<file path="src/core/dcd_pkg.sv">
// Package with command codes, register map and types of the discrete command decoder.
package dcd_pkg;
  localparam int DCD_CMD_W = 8;
  localparam logic [7:0] DCD_CHANNEL = 8'h10;
  localparam logic [7:0] CMD_IDLE = 8'h00;
  localparam logic [7:0] CMD_RSV1 = 8'h01;
  localparam logic [7:0] CMD_PZR_ON = 8'h02;
  localparam logic [7:0] CMD_PZR_OFF = 8'h03;
  localparam logic [7:0] CMD_RSV5 = 8'h05;
  localparam logic [7:0] CMD_RSV6 = 8'h06;
  localparam logic [7:0] CMD_TOT_ALL = 8'h07;
  localparam logic [7:0] CMD_TOT1 = 8'h08;
  localparam logic [7:0] CMD_TOT2 = 8'h09;
  localparam logic [7:0] CMD_TOT3 = 8'h0A;
  localparam logic [7:0] CMD_WARN_OFF = 8'h19;
  localparam logic [7:0] CMD_WARN_ON = 8'h1A;
  localparam logic [7:0] CMD_SPEC1 = 8'h3C;
  localparam logic [7:0] CMD_SPEC4 = 8'h3F;
  localparam logic [7:0] CMD_REF_DET = 8'h46;
  localparam logic [7:0] CMD_RSV71 = 8'h47;
  localparam logic [7:0] CMD_RSV73 = 8'h49;
  localparam logic [7:0] CMD_ACQ_OFF = 8'h4A;
  localparam logic [7:0] CMD_ACQ_PER = 8'h4B;
  localparam logic [7:0] CMD_ACQ_MAN = 8'h4C;
  localparam logic [7:0] CMD_HIST_CLR = 8'h4D;
  localparam logic [7:0] CMD_DIAG_DET = 8'h4E;

  // Register word addresses (byte address / 4).
  localparam logic [1:0] REG_CMD = 2'h0;
  localparam logic [1:0] REG_STATUS = 2'h1;
  localparam logic [1:0] REG_PULSE = 2'h2;
  localparam logic [1:0] REG_CONFIG = 2'h3;

  typedef enum logic [1:0] {
    DCD_ACQ_OFF = 2'b00,
    DCD_ACQ_PERIODIC = 2'b01,
    DCD_ACQ_MANUAL = 2'b10
  } dcd_acq_e;

  typedef struct packed {
    logic tot1_clr;
    logic tot2_clr;
    logic tot3_clr;
    logic ref_start;
    logic hist_clr;
    logic diag_start;
  } dcd_pulse_s;

  typedef struct packed {
    logic pzr_on;
    logic warn_on;
    logic [1:0] spec_sel;
    dcd_acq_e acq_mode;
  } dcd_state_s;
endpackage

</file>
<file path="src/core/dcd_decoder.sv">
// Discrete command decoder with Avalon-MM register access.
//
// The implementer's own choices: the register addresses and the Avalon-MM interface to the registers.
`timescale 1ns/1ps
`default_nettype none
module dcd_decoder #(
  parameter logic CONC_OPT = 1'b1,
  parameter logic DIAG_OPT = 1'b1
) (
  input wire logic clk_in,
  input wire logic srst_in,
  input wire logic ce_in,
  input wire logic [1:0] avs_address_in,
  input wire logic avs_read_in,
  input wire logic avs_write_in,
  input wire logic [31:0] avs_writedata_in,
  input wire logic [3:0] avs_byteenable_in,
  output logic [31:0] avs_readdata_out,
  output logic avs_waitrequest_out,
  output var dcd_pkg::dcd_pulse_s pulse_out,
  output var dcd_pkg::dcd_state_s state_out
);
  logic [7:0] cmd_q;
  logic [7:0] prev_q;
  logic ack_q;
  logic [31:0] rdata_q;
  logic pzr_q;
  logic warn_q;
  logic [1:0] spec_q;
  dcd_pkg::dcd_acq_e acq_q;
  dcd_pkg::dcd_pulse_s pulse_q;
  dcd_pkg::dcd_pulse_s pulse_d;
  dcd_pkg::dcd_pulse_s pulse_seen_q;
  logic [7:0] last_cmd_q;

  // With the enable high, every access takes exactly one wait cycle, so the answer comes on the second edge.
  wire access = avs_read_in | avs_write_in;
  assign avs_waitrequest_out = access & ~ack_q;
  wire take = access & ack_q & ce_in;
  wire cmd_wr = take & avs_write_in & (avs_address_in == dcd_pkg::REG_CMD) & avs_byteenable_in[0];
  wire [7:0] cmd_d = cmd_wr ? avs_writedata_in[7:0] : cmd_q;

  // A command fires only on the first enabled cycle after the value leaves state 0.
  wire fire = (prev_q == dcd_pkg::CMD_IDLE) && (cmd_q != dcd_pkg::CMD_IDLE);
  wire is_diag_code = (cmd_q == dcd_pkg::CMD_WARN_OFF) || (cmd_q == dcd_pkg::CMD_WARN_ON) ||
    ((cmd_q >= dcd_pkg::CMD_REF_DET) && (cmd_q <= dcd_pkg::CMD_DIAG_DET));
  wire diag_ok = fire & is_diag_code & DIAG_OPT;
  wire base_ok = fire & ~is_diag_code;
  wire is_spec = (cmd_q >= dcd_pkg::CMD_SPEC1) && (cmd_q <= dcd_pkg::CMD_SPEC4);
  wire [7:0] spec_off = cmd_q - dcd_pkg::CMD_SPEC1;

  always_comb begin
    pulse_d = '0;
    // Reserved codes fall through every decode below and raise no pulse; last_cmd_q still records them.
    pulse_d.tot1_clr = base_ok & ((cmd_q == dcd_pkg::CMD_TOT_ALL) | (cmd_q == dcd_pkg::CMD_TOT1));
    pulse_d.tot2_clr = base_ok & ((cmd_q == dcd_pkg::CMD_TOT_ALL) | (cmd_q == dcd_pkg::CMD_TOT2));
    pulse_d.tot3_clr = base_ok & ((cmd_q == dcd_pkg::CMD_TOT_ALL) | (cmd_q == dcd_pkg::CMD_TOT3));
    pulse_d.ref_start = diag_ok & (cmd_q == dcd_pkg::CMD_REF_DET);
    pulse_d.hist_clr = diag_ok & (cmd_q == dcd_pkg::CMD_HIST_CLR);
    pulse_d.diag_start = diag_ok & (cmd_q == dcd_pkg::CMD_DIAG_DET);
  end

  always_ff @(posedge clk_in) begin
    if (srst_in) begin
      cmd_q <= dcd_pkg::CMD_IDLE;
      prev_q <= dcd_pkg::CMD_IDLE;
      ack_q <= 1'b0;
      pulse_q <= '0;
    end else if (ce_in) begin
      cmd_q <= cmd_d;
      prev_q <= cmd_q;
      ack_q <= access & ~ack_q;
      pulse_q <= pulse_d;
    end
  end

  always_ff @(posedge clk_in) begin
    if (srst_in) begin
      pzr_q <= 1'b0;
      warn_q <= 1'b0;
      spec_q <= 2'h0;
      acq_q <= dcd_pkg::DCD_ACQ_OFF;
    end else if (ce_in && fire) begin
      if (base_ok && cmd_q == dcd_pkg::CMD_PZR_ON) begin
        pzr_q <= 1'b1;
      end
      if (base_ok && cmd_q == dcd_pkg::CMD_PZR_OFF) begin
        pzr_q <= 1'b0;
      end
      if (base_ok && is_spec && CONC_OPT) begin
        spec_q <= spec_off[1:0];
      end
      if (diag_ok && cmd_q == dcd_pkg::CMD_WARN_OFF) begin
        warn_q <= 1'b0;
      end
      if (diag_ok && cmd_q == dcd_pkg::CMD_WARN_ON) begin
        warn_q <= 1'b1;
      end
      if (diag_ok && cmd_q == dcd_pkg::CMD_ACQ_OFF) begin
        acq_q <= dcd_pkg::DCD_ACQ_OFF;
      end
      if (diag_ok && cmd_q == dcd_pkg::CMD_ACQ_PER) begin
        acq_q <= dcd_pkg::DCD_ACQ_PERIODIC;
      end
      if (diag_ok && cmd_q == dcd_pkg::CMD_ACQ_MAN) begin
        acq_q <= dcd_pkg::DCD_ACQ_MANUAL;
      end
    end
  end

  // Sticky record of pulses and the last accepted code; a new event wins over the read clear.
  wire pulse_rd = take & avs_read_in & (avs_address_in == dcd_pkg::REG_PULSE);
  always_ff @(posedge clk_in) begin
    if (srst_in) begin
      pulse_seen_q <= '0;
      last_cmd_q <= dcd_pkg::CMD_IDLE;
    end else if (ce_in) begin
      pulse_seen_q <= (pulse_rd ? '0 : pulse_seen_q) | pulse_q;
      if (fire) begin
        last_cmd_q <= cmd_q;
      end
    end
  end

  wire [31:0] rd_cmd = {24'h000000, cmd_q};
  wire [31:0] rd_status = {16'h0000, last_cmd_q, 2'h0, acq_q, spec_q, warn_q, pzr_q};
  wire [31:0] rd_pulse = {26'h0000000, pulse_seen_q};
  wire [31:0] rd_config = {24'h000000, dcd_pkg::DCD_CHANNEL[5:0], DIAG_OPT, CONC_OPT};
  wire [31:0] rd_mux = (avs_address_in == dcd_pkg::REG_CMD) ? rd_cmd :
    (avs_address_in == dcd_pkg::REG_STATUS) ? rd_status :
    (avs_address_in == dcd_pkg::REG_PULSE) ? rd_pulse : rd_config;

  always_ff @(posedge clk_in) begin
    if (srst_in) begin
      rdata_q <= 32'h00000000;
    end else if (ce_in && avs_read_in && !ack_q) begin
      rdata_q <= rd_mux;
    end
  end

  assign avs_readdata_out = rdata_q;
  assign pulse_out = pulse_q;
  assign state_out = '{pzr_on: pzr_q, warn_on: warn_q, spec_sel: spec_q, acq_mode: acq_q};
endmodule
`default_nettype wire

</file>
<file path="config.mk">
export PLATFORM = sky130hd
export DESIGN_NAME = dcd_decoder
export DESIGN_NICKNAME = d
export VERILOG_FILES = /design/src/core/dcd_pkg.sv /design/src/core/dcd_decoder.sv
export SDC_FILE = /design/constraint.sdc
export NUM_CORES = 1
export LEC_CHECK = 0
export ABC_AREA = 1
export BUFFER_PORTS_ARGS = -buffer_cell sky130_fd_sc_hd__buf_2
export CAP_MARGIN = 0
export CORE_MARGIN = 5
export CORE_UTILIZATION = 46
export CTS_CLUSTER_DIAMETER = 50
export DETAILED_ROUTE_END_ITERATION = 12
export PLACE_DENSITY_LB_ADDON = 0.25
export SLEW_MARGIN = 20
export SYNTH_ARGS = -nofsm -noshare
export SYNTH_HDL_FRONTEND = slang
export SYNTH_SLANG_ARGS = --single-unit
</file>
<file path="constraint.sdc">
create_clock -name clk_in -period 1.5 [get_ports clk_in]
set_input_delay 0.225 -clock clk_in [delete_from_list [all_inputs] [get_ports clk_in]]
set_output_delay 0.225 -clock clk_in [all_outputs]
set_load 0.1 [all_outputs]
</file>
Yosys cells after proc, flatten, opt, wreduce, memory -nomap -nowiden. Index checks and enable logic that the tools add are counted.

Register bits: 75. Output and inout port bits: 45.

$add $sub $neg: 1. Magnitude comparators: 4. Eq/ne operators: 16. Multiplexer cells: 11. Bitwise gates (word level): 23. Reduce and logical (&&, ||, !) cells: 29.

Operators with widths (count): 8-bit by 7-bit == test with 1-bit output, second input constant (6); 16-bit two-way mux (2); 8-bit by 4-bit == test with 1-bit output, second input constant (3); 1-bit bitwise AND (16); 8-bit by 2-bit == test with 1-bit output, second input constant (2); 8-bit by 5-bit == test with 1-bit output, second input constant (2); 1-bit logical AND (14); 2-bit AND reduction (6); 8-bit by 3-bit == test with 1-bit output, second input constant (1); 8-bit by 6-bit >= comparator with 1-bit output, second input constant (1); 8-bit by 7-bit >= comparator with 1-bit output, second input constant (1); 8-bit by 6-bit <= comparator with 1-bit output, second input constant (1); 8-bit by 7-bit <= comparator with 1-bit output, second input constant (1); 8-bit zero test (1); 8-bit nonzero test (1); 7-bit two-way mux (1); 2-bit two-way mux (3); 6-bit two-way mux (1); 6-bit bitwise OR (1); 1-bit two-way mux (4); 1-bit bitwise OR (4); 2-bit nonzero test (2); 3-bit nonzero test (1); 2-bit by 1-bit == test with 1-bit output, second input constant (1); other kinds (6) (8).

Depth between registers and ports, before layout. Gate-level depths: netlist (run 1).

Word-level depth: 8. Gate-level depth with buffers: 11. Mapped depth without buffers: 10.

Worst setup path before layout (run 1). No wires, ideal clock.

Kind: reg2out. Start: reg ack_q. End: out avs_waitrequest_out. Data arrival time: 1592 ps. Setup slack: -317 ps. Cell stages (with the launch flop): 2. Path through: dfxtp_1 nor2_1.

Cells in the longest elaborated chain, start to end: 2.

RTL lines: start: declaration (RTL line dcd_decoder.sv:25) `logic ack_q;`; start signal: assignment (RTL line dcd_decoder.sv:72) `ack_q <= access & ~ack_q;`; 1-bit inverter (RTL line dcd_decoder.sv:38) `assign avs_waitrequest_out = access & ~ack_q;`; 1-bit bitwise AND (RTL line dcd_decoder.sv:38); end: declaration (RTL line dcd_decoder.sv:19) `output logic avs_waitrequest_out,`.

No other way between the ends.

Worst setup path in the final report (run 1).
Start: reg pzr_q. End: out state_out[5] in the netlist's numbering.

RTL lines: start: declaration (RTL line dcd_decoder.sv:27) `logic pzr_q;`; start signal: assignment (RTL line dcd_decoder.sv:79) `pzr_q <= 1'b0;`; start signal: assignment (RTL line dcd_decoder.sv:85) `pzr_q <= 1'b1;`; start signal: assignment (RTL line dcd_decoder.sv:88) `pzr_q <= 1'b0;`; end: declaration (RTL line dcd_decoder.sv:21) `output var dcd_pkg::dcd_state_s state_out`.

No word-level cell between the ends.

==> metrics.md, run 1 <==
| Metric | Value |
|---|---|
| Critical R2R Capture | acq_q[1]$_SDFFE_PP0P_ |
| Leak pwr | 1.57 nW |
| Clock sinks | 59 |
| DRC Markers | 0 |
| 1st-iter DRT viols | 168 |
| Placed insts | 513 |
| FF/Latch Area | 1180 um2 |
| Crit path cell chain | buf_2 |
| CP max FO | 3 |
| Fraction of synthesized cell area taken by the top area cell type | 0.418 |
| CP max stage delay | 450 ps |
| Worst path depth | 1 |
| Max-Cap Viols | 0 |
| Gate power share | 0.165 |
| Vias in the first global route | 2,450 |
| CTS Hold Bufs | 0 |
| Sequential share of power | 0.477 |
| Simple-Gate Fraction of Synth Area | 0.266 |
| Antenna violations before repair | 0 |
| Clk pwr share | 0.358 |
| Grt total ovfl | 0 |
| Critical register-to-register path startpoint | cmd_q[1]$_SDFFE_PP0P_ |
| Fin nets | 498 |
| Layout area overhead | 21.5% |
| Setup TNS | 0 ps |
| Vias/cell | 4.99 |
| IO Pins | 88 |
| Met2 wire len | 3.38 mm |
| Final Hold Vio Count | 0 |
| Hold Path Class | input port to flop |
| Core Rows | 28 |
| Worst Setup SP | pzr_q$_SDFFE_PP0P_ |
| Core box area | 5960 um2 |
| Async set-reset flop share out of synthesis | 0 |
| Max VDD drop | 0.528 mV |
| Cell area after layout | 3440 um2 |
| Routed Antenna Nets | 0 |
| Net Sw Frac | 0.312 |
| Largest family of logic cells by synthesized area | simple AND/OR/NAND/NOR gates |
| Post-synthesis compound-gate area fraction | 0.178 |
| Critical path data arrival time | 1180 ps |
| WL/cell | 13.5 um |
| Post-Syn Area | 2830 um2 |
| Post-synthesis adder-cell area fraction | 0.0133 |
| Top Metal Used | met4 |
| CP Data Required Time | 1270 ps |
| Slowest stage cell, crit path | buf_2 |
| Internal | 0.00233 W |
| Post-synth EDFFs | 0 |
| Area contributors post-synth | dfxtp_1, nand2_1, a21oi_1 |
| Net switching power | 0.00105 W |
| Dpl hpwl | 5.49 mm |
| Share of cells above drive strength 1 | 0.265 |
| Die Wd | 88.4 um |
| Total CTS buffers | 9 |
| Fillers | 591 |
| Buffer and inverter count on the worst path | 1 |
| Routability cong. | 0.885 |
| Largest net degree at the start of global routing | 21 |
| First-pass GRT wire length | 11.5 mm |
| Placed Area | 3240 um2 |
| Synth top cells by count | nand2_1, dfxtp_1, a21oi_1, nor2_1, inv_1 |
| Clock latency at the later pin of the worst-skew pair | 340 ps |
| Minimum clock period | 1400 ps |
| R2R depth | 9 |
| Status | finished clean |
| Startpoint Class | flop |
| Setup crit end | state_out[5] |
| CP endpoint kind | primary output |
| WL met1 | 3.21 mm |
| Drt first pass iters | 4 |
| # port buffers | 44 |
| Xor/xnor share of the synthesized area | 0 |
| Hold slack final | 178 ps |
| Deepest clock path buffer count | 2 |
| Clock slew at reported path FFs | 60 ps |
| TritonCTS clock tree | yes |
| F_max | 0.712 GHz |
| Family with the most delay on the worst path | buffers and inverters |
| Root Driver | clkbuf_8 |
| Seq/Total Area, Yosys | 0.418 |
| Cell taking the most area after synthesis | dfxtp_1 |
| Proportion of synthesized area in mux cells | 0 |
| Via count | 2,651 |
| Skew final | 3.01 ps |
| Starting density of the core | 0.475 |
| Final Max Tran Viols | 0 |
| Flop2flop setup slack | 120 ps |
| Critical path class | flop to primary output |
| Mapped Avg Cell Area | 7.38 um2 |
| Final worst path period share | 0.936 |
| Count leader, synth | nand2_1 |
| Multi-input logic area | 1360 um2 |
| Power per cell area | 983 nW/um2 |
| Fin util | 0.577 |
| Die Span Y | 88.4 um |
| Met3 Wirelength | 504 um |
| Total Wirelength | 7.17 mm |
| H-tree Lvls | 3 |
| Ant. Diodes | 0 |
| #FFs+latches synth | 59 |
| Endpoints failing setup | 0 |
| Yosys cell types | 32 |
| GRT Util Overall | 0.196 |
| Die area | 7820 um2 |
| Fin cells | 531 |
| Synth warn | 0 |
| Mapped Cells | 383 |
| Main flop type after synthesis | dfxtp_1 |
[routing by layer]
layer	up-vias	GRT usage
li1	1377	-
met1	1176	0.248
met2	88	0.320
met3	10	0.0540
met4	0	0.0687
met5	-	0
[through the flow]
| stage | total power (W) | setup slack (ps) |
|---|---|---|
| 5_1_grt | 0.00352 | -8.37 |
| 3_5_place_dp | 0.00220 | 56.2 |
| 3_3_place_gp | 0.00219 | 80.0 |
| 6_report | 0.00338 | 96.3 |
| 4_1_cts | 0.00341 | 34.2 |
| 2_1_floorplan | 0.00213 | 44.2 |
[kinds of logic after synthesis]
family	Yosys count
compound gates	93
flops	59
simple gates	160
other cells	1
fa+ha+maj	3
buf+inv	67
[placed cells by master, fill, tap and decap left out, drive strengths merged]
master | netlist | layout
and2 | 1 | 1
nand3 | 17 | 17
o21ai | 26 | 26
a21oi | 57 | 57
nor2 | 38 | 38
a31oi | 2 | 2
nand2 | 83 | 83
nor4 | 1 | 1
o211ai | 3 | 3
buf | 25 | 80
nand4 | 14 | 14
a211oi | 5 | 5
dfxtp | 59 | 59
clkinv | 0 | 3
clkbuf | 13 | 13
nand3b | 2 | 2
nor3 | 4 | 4
ha | 3 | 3
conb | 1 | 16
inv | 29 | 29
[final cells by class]
cell class | count | area share
clock inverter | 3 | 0.00437
multi-input combinational | 272 | 0.397
inverter | 29 | 0.0324
timing repair buffer | 81 | 0.153
tap | 75 | 0.0273
sequential | 59 | 0.344
clock buffer | 12 | 0.0422
[sequential cells by signal, indices dropped and copies added, names as in the netlist]
signal	cells
acq_q	2
spec_q	2
cmd_q	8
pulse_seen_q	6
avs_readdata_out	16
ack_q	1
prev_q	8
warn_q	1
pzr_q	1
pulse_out	6
last_cmd_q	8
[power by group through the flow]
stage,clock [W],sequential [W],combinational (W)
finish,0.00121,0.00161,0.000557
global route,0.00132,0.00161,0.000590
CTS,0.00125,0.00161,0.000553
detailed placement,0,0.00165,0.000551
global placement,0,0.00165,0.000548
floorplan,0,0.00175,0.000374
[repair_timing]
| action | in CTS | in global routing |
|---|---|---|
| endpoints found under the hold margin | 0 | 0 |
| endpoints found under the setup margin | 0 | 21 |
| setup buffers | 0 | 3 |
| resized for setup | 0 | 9 |
[worst min-delay path by stage]
stage | startpoint | end | slack, ps | cells past startpoint
3_3_place_gp | last_cmd_q[1]$_SDFFE_PP0P_ | last_cmd_q[1]$_SDFFE_PP0P_ | 430 | 2
2_1_floorplan | avs_writedata_in[1] | cmd_q[1]$_SDFFE_PP0P_ | 420 | 2
6_report | avs_writedata_in[5] | cmd_q[5]$_SDFFE_PP0P_ | 180 | 3
5_1_grt | avs_writedata_in[2] | cmd_q[2]$_SDFFE_PP0P_ | 190 | 3
4_1_cts | avs_writedata_in[3] | cmd_q[3]$_SDFFE_PP0P_ | 160 | 3
3_5_place_dp | last_cmd_q[1]$_SDFFE_PP0P_ | last_cmd_q[1]$_SDFFE_PP0P_ | 430 | 2
Power figures use the tool's default switching activity.
==> run 2, diff against run 1 <==
--- a/config.mk
+++ b/config.mk
@@ -6,14 +6,15 @@
 export NUM_CORES = 1
 export LEC_CHECK = 0
 export ABC_AREA = 1
-export BUFFER_PORTS_ARGS = -buffer_cell sky130_fd_sc_hd__buf_2
+export BUFFER_PORTS_ARGS = -buffer_cell sky130_fd_sc_hd__clkbuf_2
 export CAP_MARGIN = 0
 export CORE_MARGIN = 5
 export CORE_UTILIZATION = 46
-export CTS_CLUSTER_DIAMETER = 50
+export CTS_CLUSTER_DIAMETER = 30
 export DETAILED_ROUTE_END_ITERATION = 12
 export PLACE_DENSITY_LB_ADDON = 0.25
 export SLEW_MARGIN = 20
 export SYNTH_ARGS = -nofsm -noshare
 export SYNTH_HDL_FRONTEND = slang
 export SYNTH_SLANG_ARGS = --single-unit
+export TNS_END_PERCENT = 1
==> run 2 against run 1 <==
Register-to-register slack lost 20 ps; sequential power hardly changed; via count is 0.34% higher; critical path depth unchanged; hold slack worse by 19 ps; highest routed layer unchanged; critical path type unchanged; total power rose by 10%; global-route usage down 0.31 points; combinational power hardly changed; first-iteration DRC count rose by 8.3%; largest cell class unchanged; die area is the same.
==> metrics.md, run 2 (synthesized netlist as in run 1, its figures left out) <==
| Metric | Value |
|---|---|
| Antenna violations before repair | 0 (unchanged) |
| Final worst path period share | 0.946 (was 0.936) |
| Clock slew at reported path FFs | 70 ps (was 60 ps) |
| Core Rows | 28 (unchanged) |
| Vias in the first global route | 2,377 (was 2,450) |
| Buffer and inverter count on the worst path | 1 (unchanged) |
| Worst-Margin Slew | 554 ps |
| Most common cell after layout, fill and taps aside | nand2_1 (unchanged) |
| First-pass GRT wire length | 11.4 mm (was 11.5 mm) |
| TritonCTS clock tree | yes (unchanged) |
| Fin nets | 494 (was 498) |
| Slowest stage cell, crit path | clkbuf_2 (was buf_2) |
| CP endpoint kind | primary output (unchanged) |
| Share of cells above drive strength 1 | 0.252 (was 0.265) |
| Layout area overhead | 22.3% (was 21.5%) |
| Max VDD drop | 0.750 mV (was 0.528 mV) |
| Startpoint Class | flop (unchanged) |
| RSZ-0062 raised after global routing | false |
| Deepest clock path buffer count | 2 (unchanged) |
| Fin cells | 528 (was 531) |
| R2R depth | 9 (unchanged) |
| Clock latency at the later pin of the worst-skew pair | 350 ps (was 340 ps) |
| Skew final | 7.27 ps (was 3.01 ps) |
| Total CTS buffers | 9 (unchanged) |
| Root Driver | clkbuf_8 (unchanged) |
| WL/cell | 13.3 um (was 13.5 um) |
| Via count | 2,660 (was 2,651) |
| Setup TNS | 0 ps (unchanged) |
| 1st-iter DRT viols | 182 (was 168) |
| Fin util | 0.581 (was 0.577) |
| Final Max Tran Viols | 0 (unchanged) |
| Max_slew headroom | 0.632 |
| Endpoints failing setup | 0 (unchanged) |
| Total Wirelength | 7.04 mm (was 7.17 mm) |
| Power per cell area | 1080 nW/um2 (was 983 nW/um2) |
| # port buffers | 44 (unchanged) |
| CP Data Required Time | 1270 ps (about the same) |
| Die Wd | 88.4 um (unchanged) |
| DRC Markers | 0 (unchanged) |
| Placed insts | 508 (was 513) |
| Minimum clock period | 1420 ps (was 1400 ps) |
| Critical path data arrival time | 1190 ps (was 1180 ps) |
| Commonest cells after routing, fill and taps aside | nand2_1, dfxtp_1, a21oi_1, clkbuf_2, nor2_1 (was nand2_1, dfxtp_1, a21oi_1, buf_2, buf_4) |
| Die area | 7820 um2 (unchanged) |
| IO Pins | 88 (unchanged) |
| Hold Path Class | input port to flop (unchanged) |
| Largest net degree at the start of global routing | 34 (was 21) |
| Status | finished clean (unchanged) |
| Crit path cell chain | clkbuf_2 (was buf_2) |
| CP max stage delay | 480 ps (was 450 ps) |
| Final Hold Vio Count | 0 (unchanged) |
| GRT Util Overall | 0.192 (was 0.196) |
| Starting density of the core | 0.475 (unchanged) |
| Worst path depth | 1 (unchanged) |
| Family with the most delay on the worst path | buffers and inverters (unchanged) |
| Max-Cap Viols | 0 (unchanged) |
| CP max FO | 3 (unchanged) |
| Routed Antenna Nets | 0 (unchanged) |
| Grt total ovfl | 0 (unchanged) |
| H-tree Lvls | 3 (unchanged) |
| Vias/cell | 5.04 (was 4.99) |
| F_max | 0.705 GHz (was 0.712 GHz) |
| Dpl hpwl | 5.28 mm (was 5.49 mm) |
| Core box area | 5960 um2 (unchanged) |
| Critical path class | flop to primary output (unchanged) |
| Leak pwr | 1.55 nW (was 1.57 nW) |
| WHS Path Cells | 3 (unchanged) |
| Ant. Diodes | 0 (unchanged) |
| Die Span Y | 88.4 um (unchanged) |
| Routability cong. | 0.853 (was 0.885) |
| Max FFs per register | 16 (unchanged) |
| Clock sinks | 59 (unchanged) |
| Drt first pass iters | 4 (unchanged) |
| Hold slack final | 159 ps (was 178 ps) |
==> run 2: layout make-up <==
cell class | instances | area (um2)
fillers | 582 | 2500
multi-input cells | 273 | 1370
flip-flops and latches | 59 | 1180
repair buffers | 76 | 490
clock buffers | 11 | 131
inverters | 29 | 114
well taps | 75 | 93.8
clock inverters | 5 | 77.6
==> run 2: layer usage <==
layer	global-route usage	share of wire
met1	0.237	0.44
met4	0.0852	0.020
met5	0	0
met3	0.0531	0.067
met2	0.315	0.47
==> run 2: stage by stage <==
stage / cell area, um2 / worst slack (ps) / total power [W]
final: 3460 / 81.6 / 0.00372
after global routing: 3460 / 6.72 / 0.00387
after CTS: 3420 / 9.31 / 0.00375
after detailed placement: 3210 / 8.44 / 0.00220
after global placement: 3210 / 42.1 / 0.00220
after floorplan: 2890 / 44.2 / 0.00213
==> run 2: power by group <==
group	switching (W)	leakage, nW	internal [W]	total, W
sequential	0.0000160	0.478	0.00160	0.00161
combinational	0.000455	0.968	0.000105	0.000560
clock	0.000619	0.103	0.000930	0.00155
==> run 2: final timing paths <==
kind / end / start / slack, ps
hold reg to reg: last_cmd_q[1]$_SDFFE_PP0P_ / last_cmd_q[1]$_SDFFE_PP0P_ / 440
setup / recovery: state_out[4] / warn_q$_SDFFE_PP0P_ / 80
setup reg to reg: warn_q$_SDFFE_PP0P_ / prev_q[4]$_SDFFE_PP0P_ / 100
hold / removal: cmd_q[0]$_SDFFE_PP0P_ / avs_writedata_in[0] / 160
==> run 2: what timing repair did <==
action                     4_1_cts  5_1_grt
setup endpoints to repair        0       16
hold buffers                     0        0
gates resized for setup          0        5
hold endpoints to repair         0        0
setup buffers                    0        3
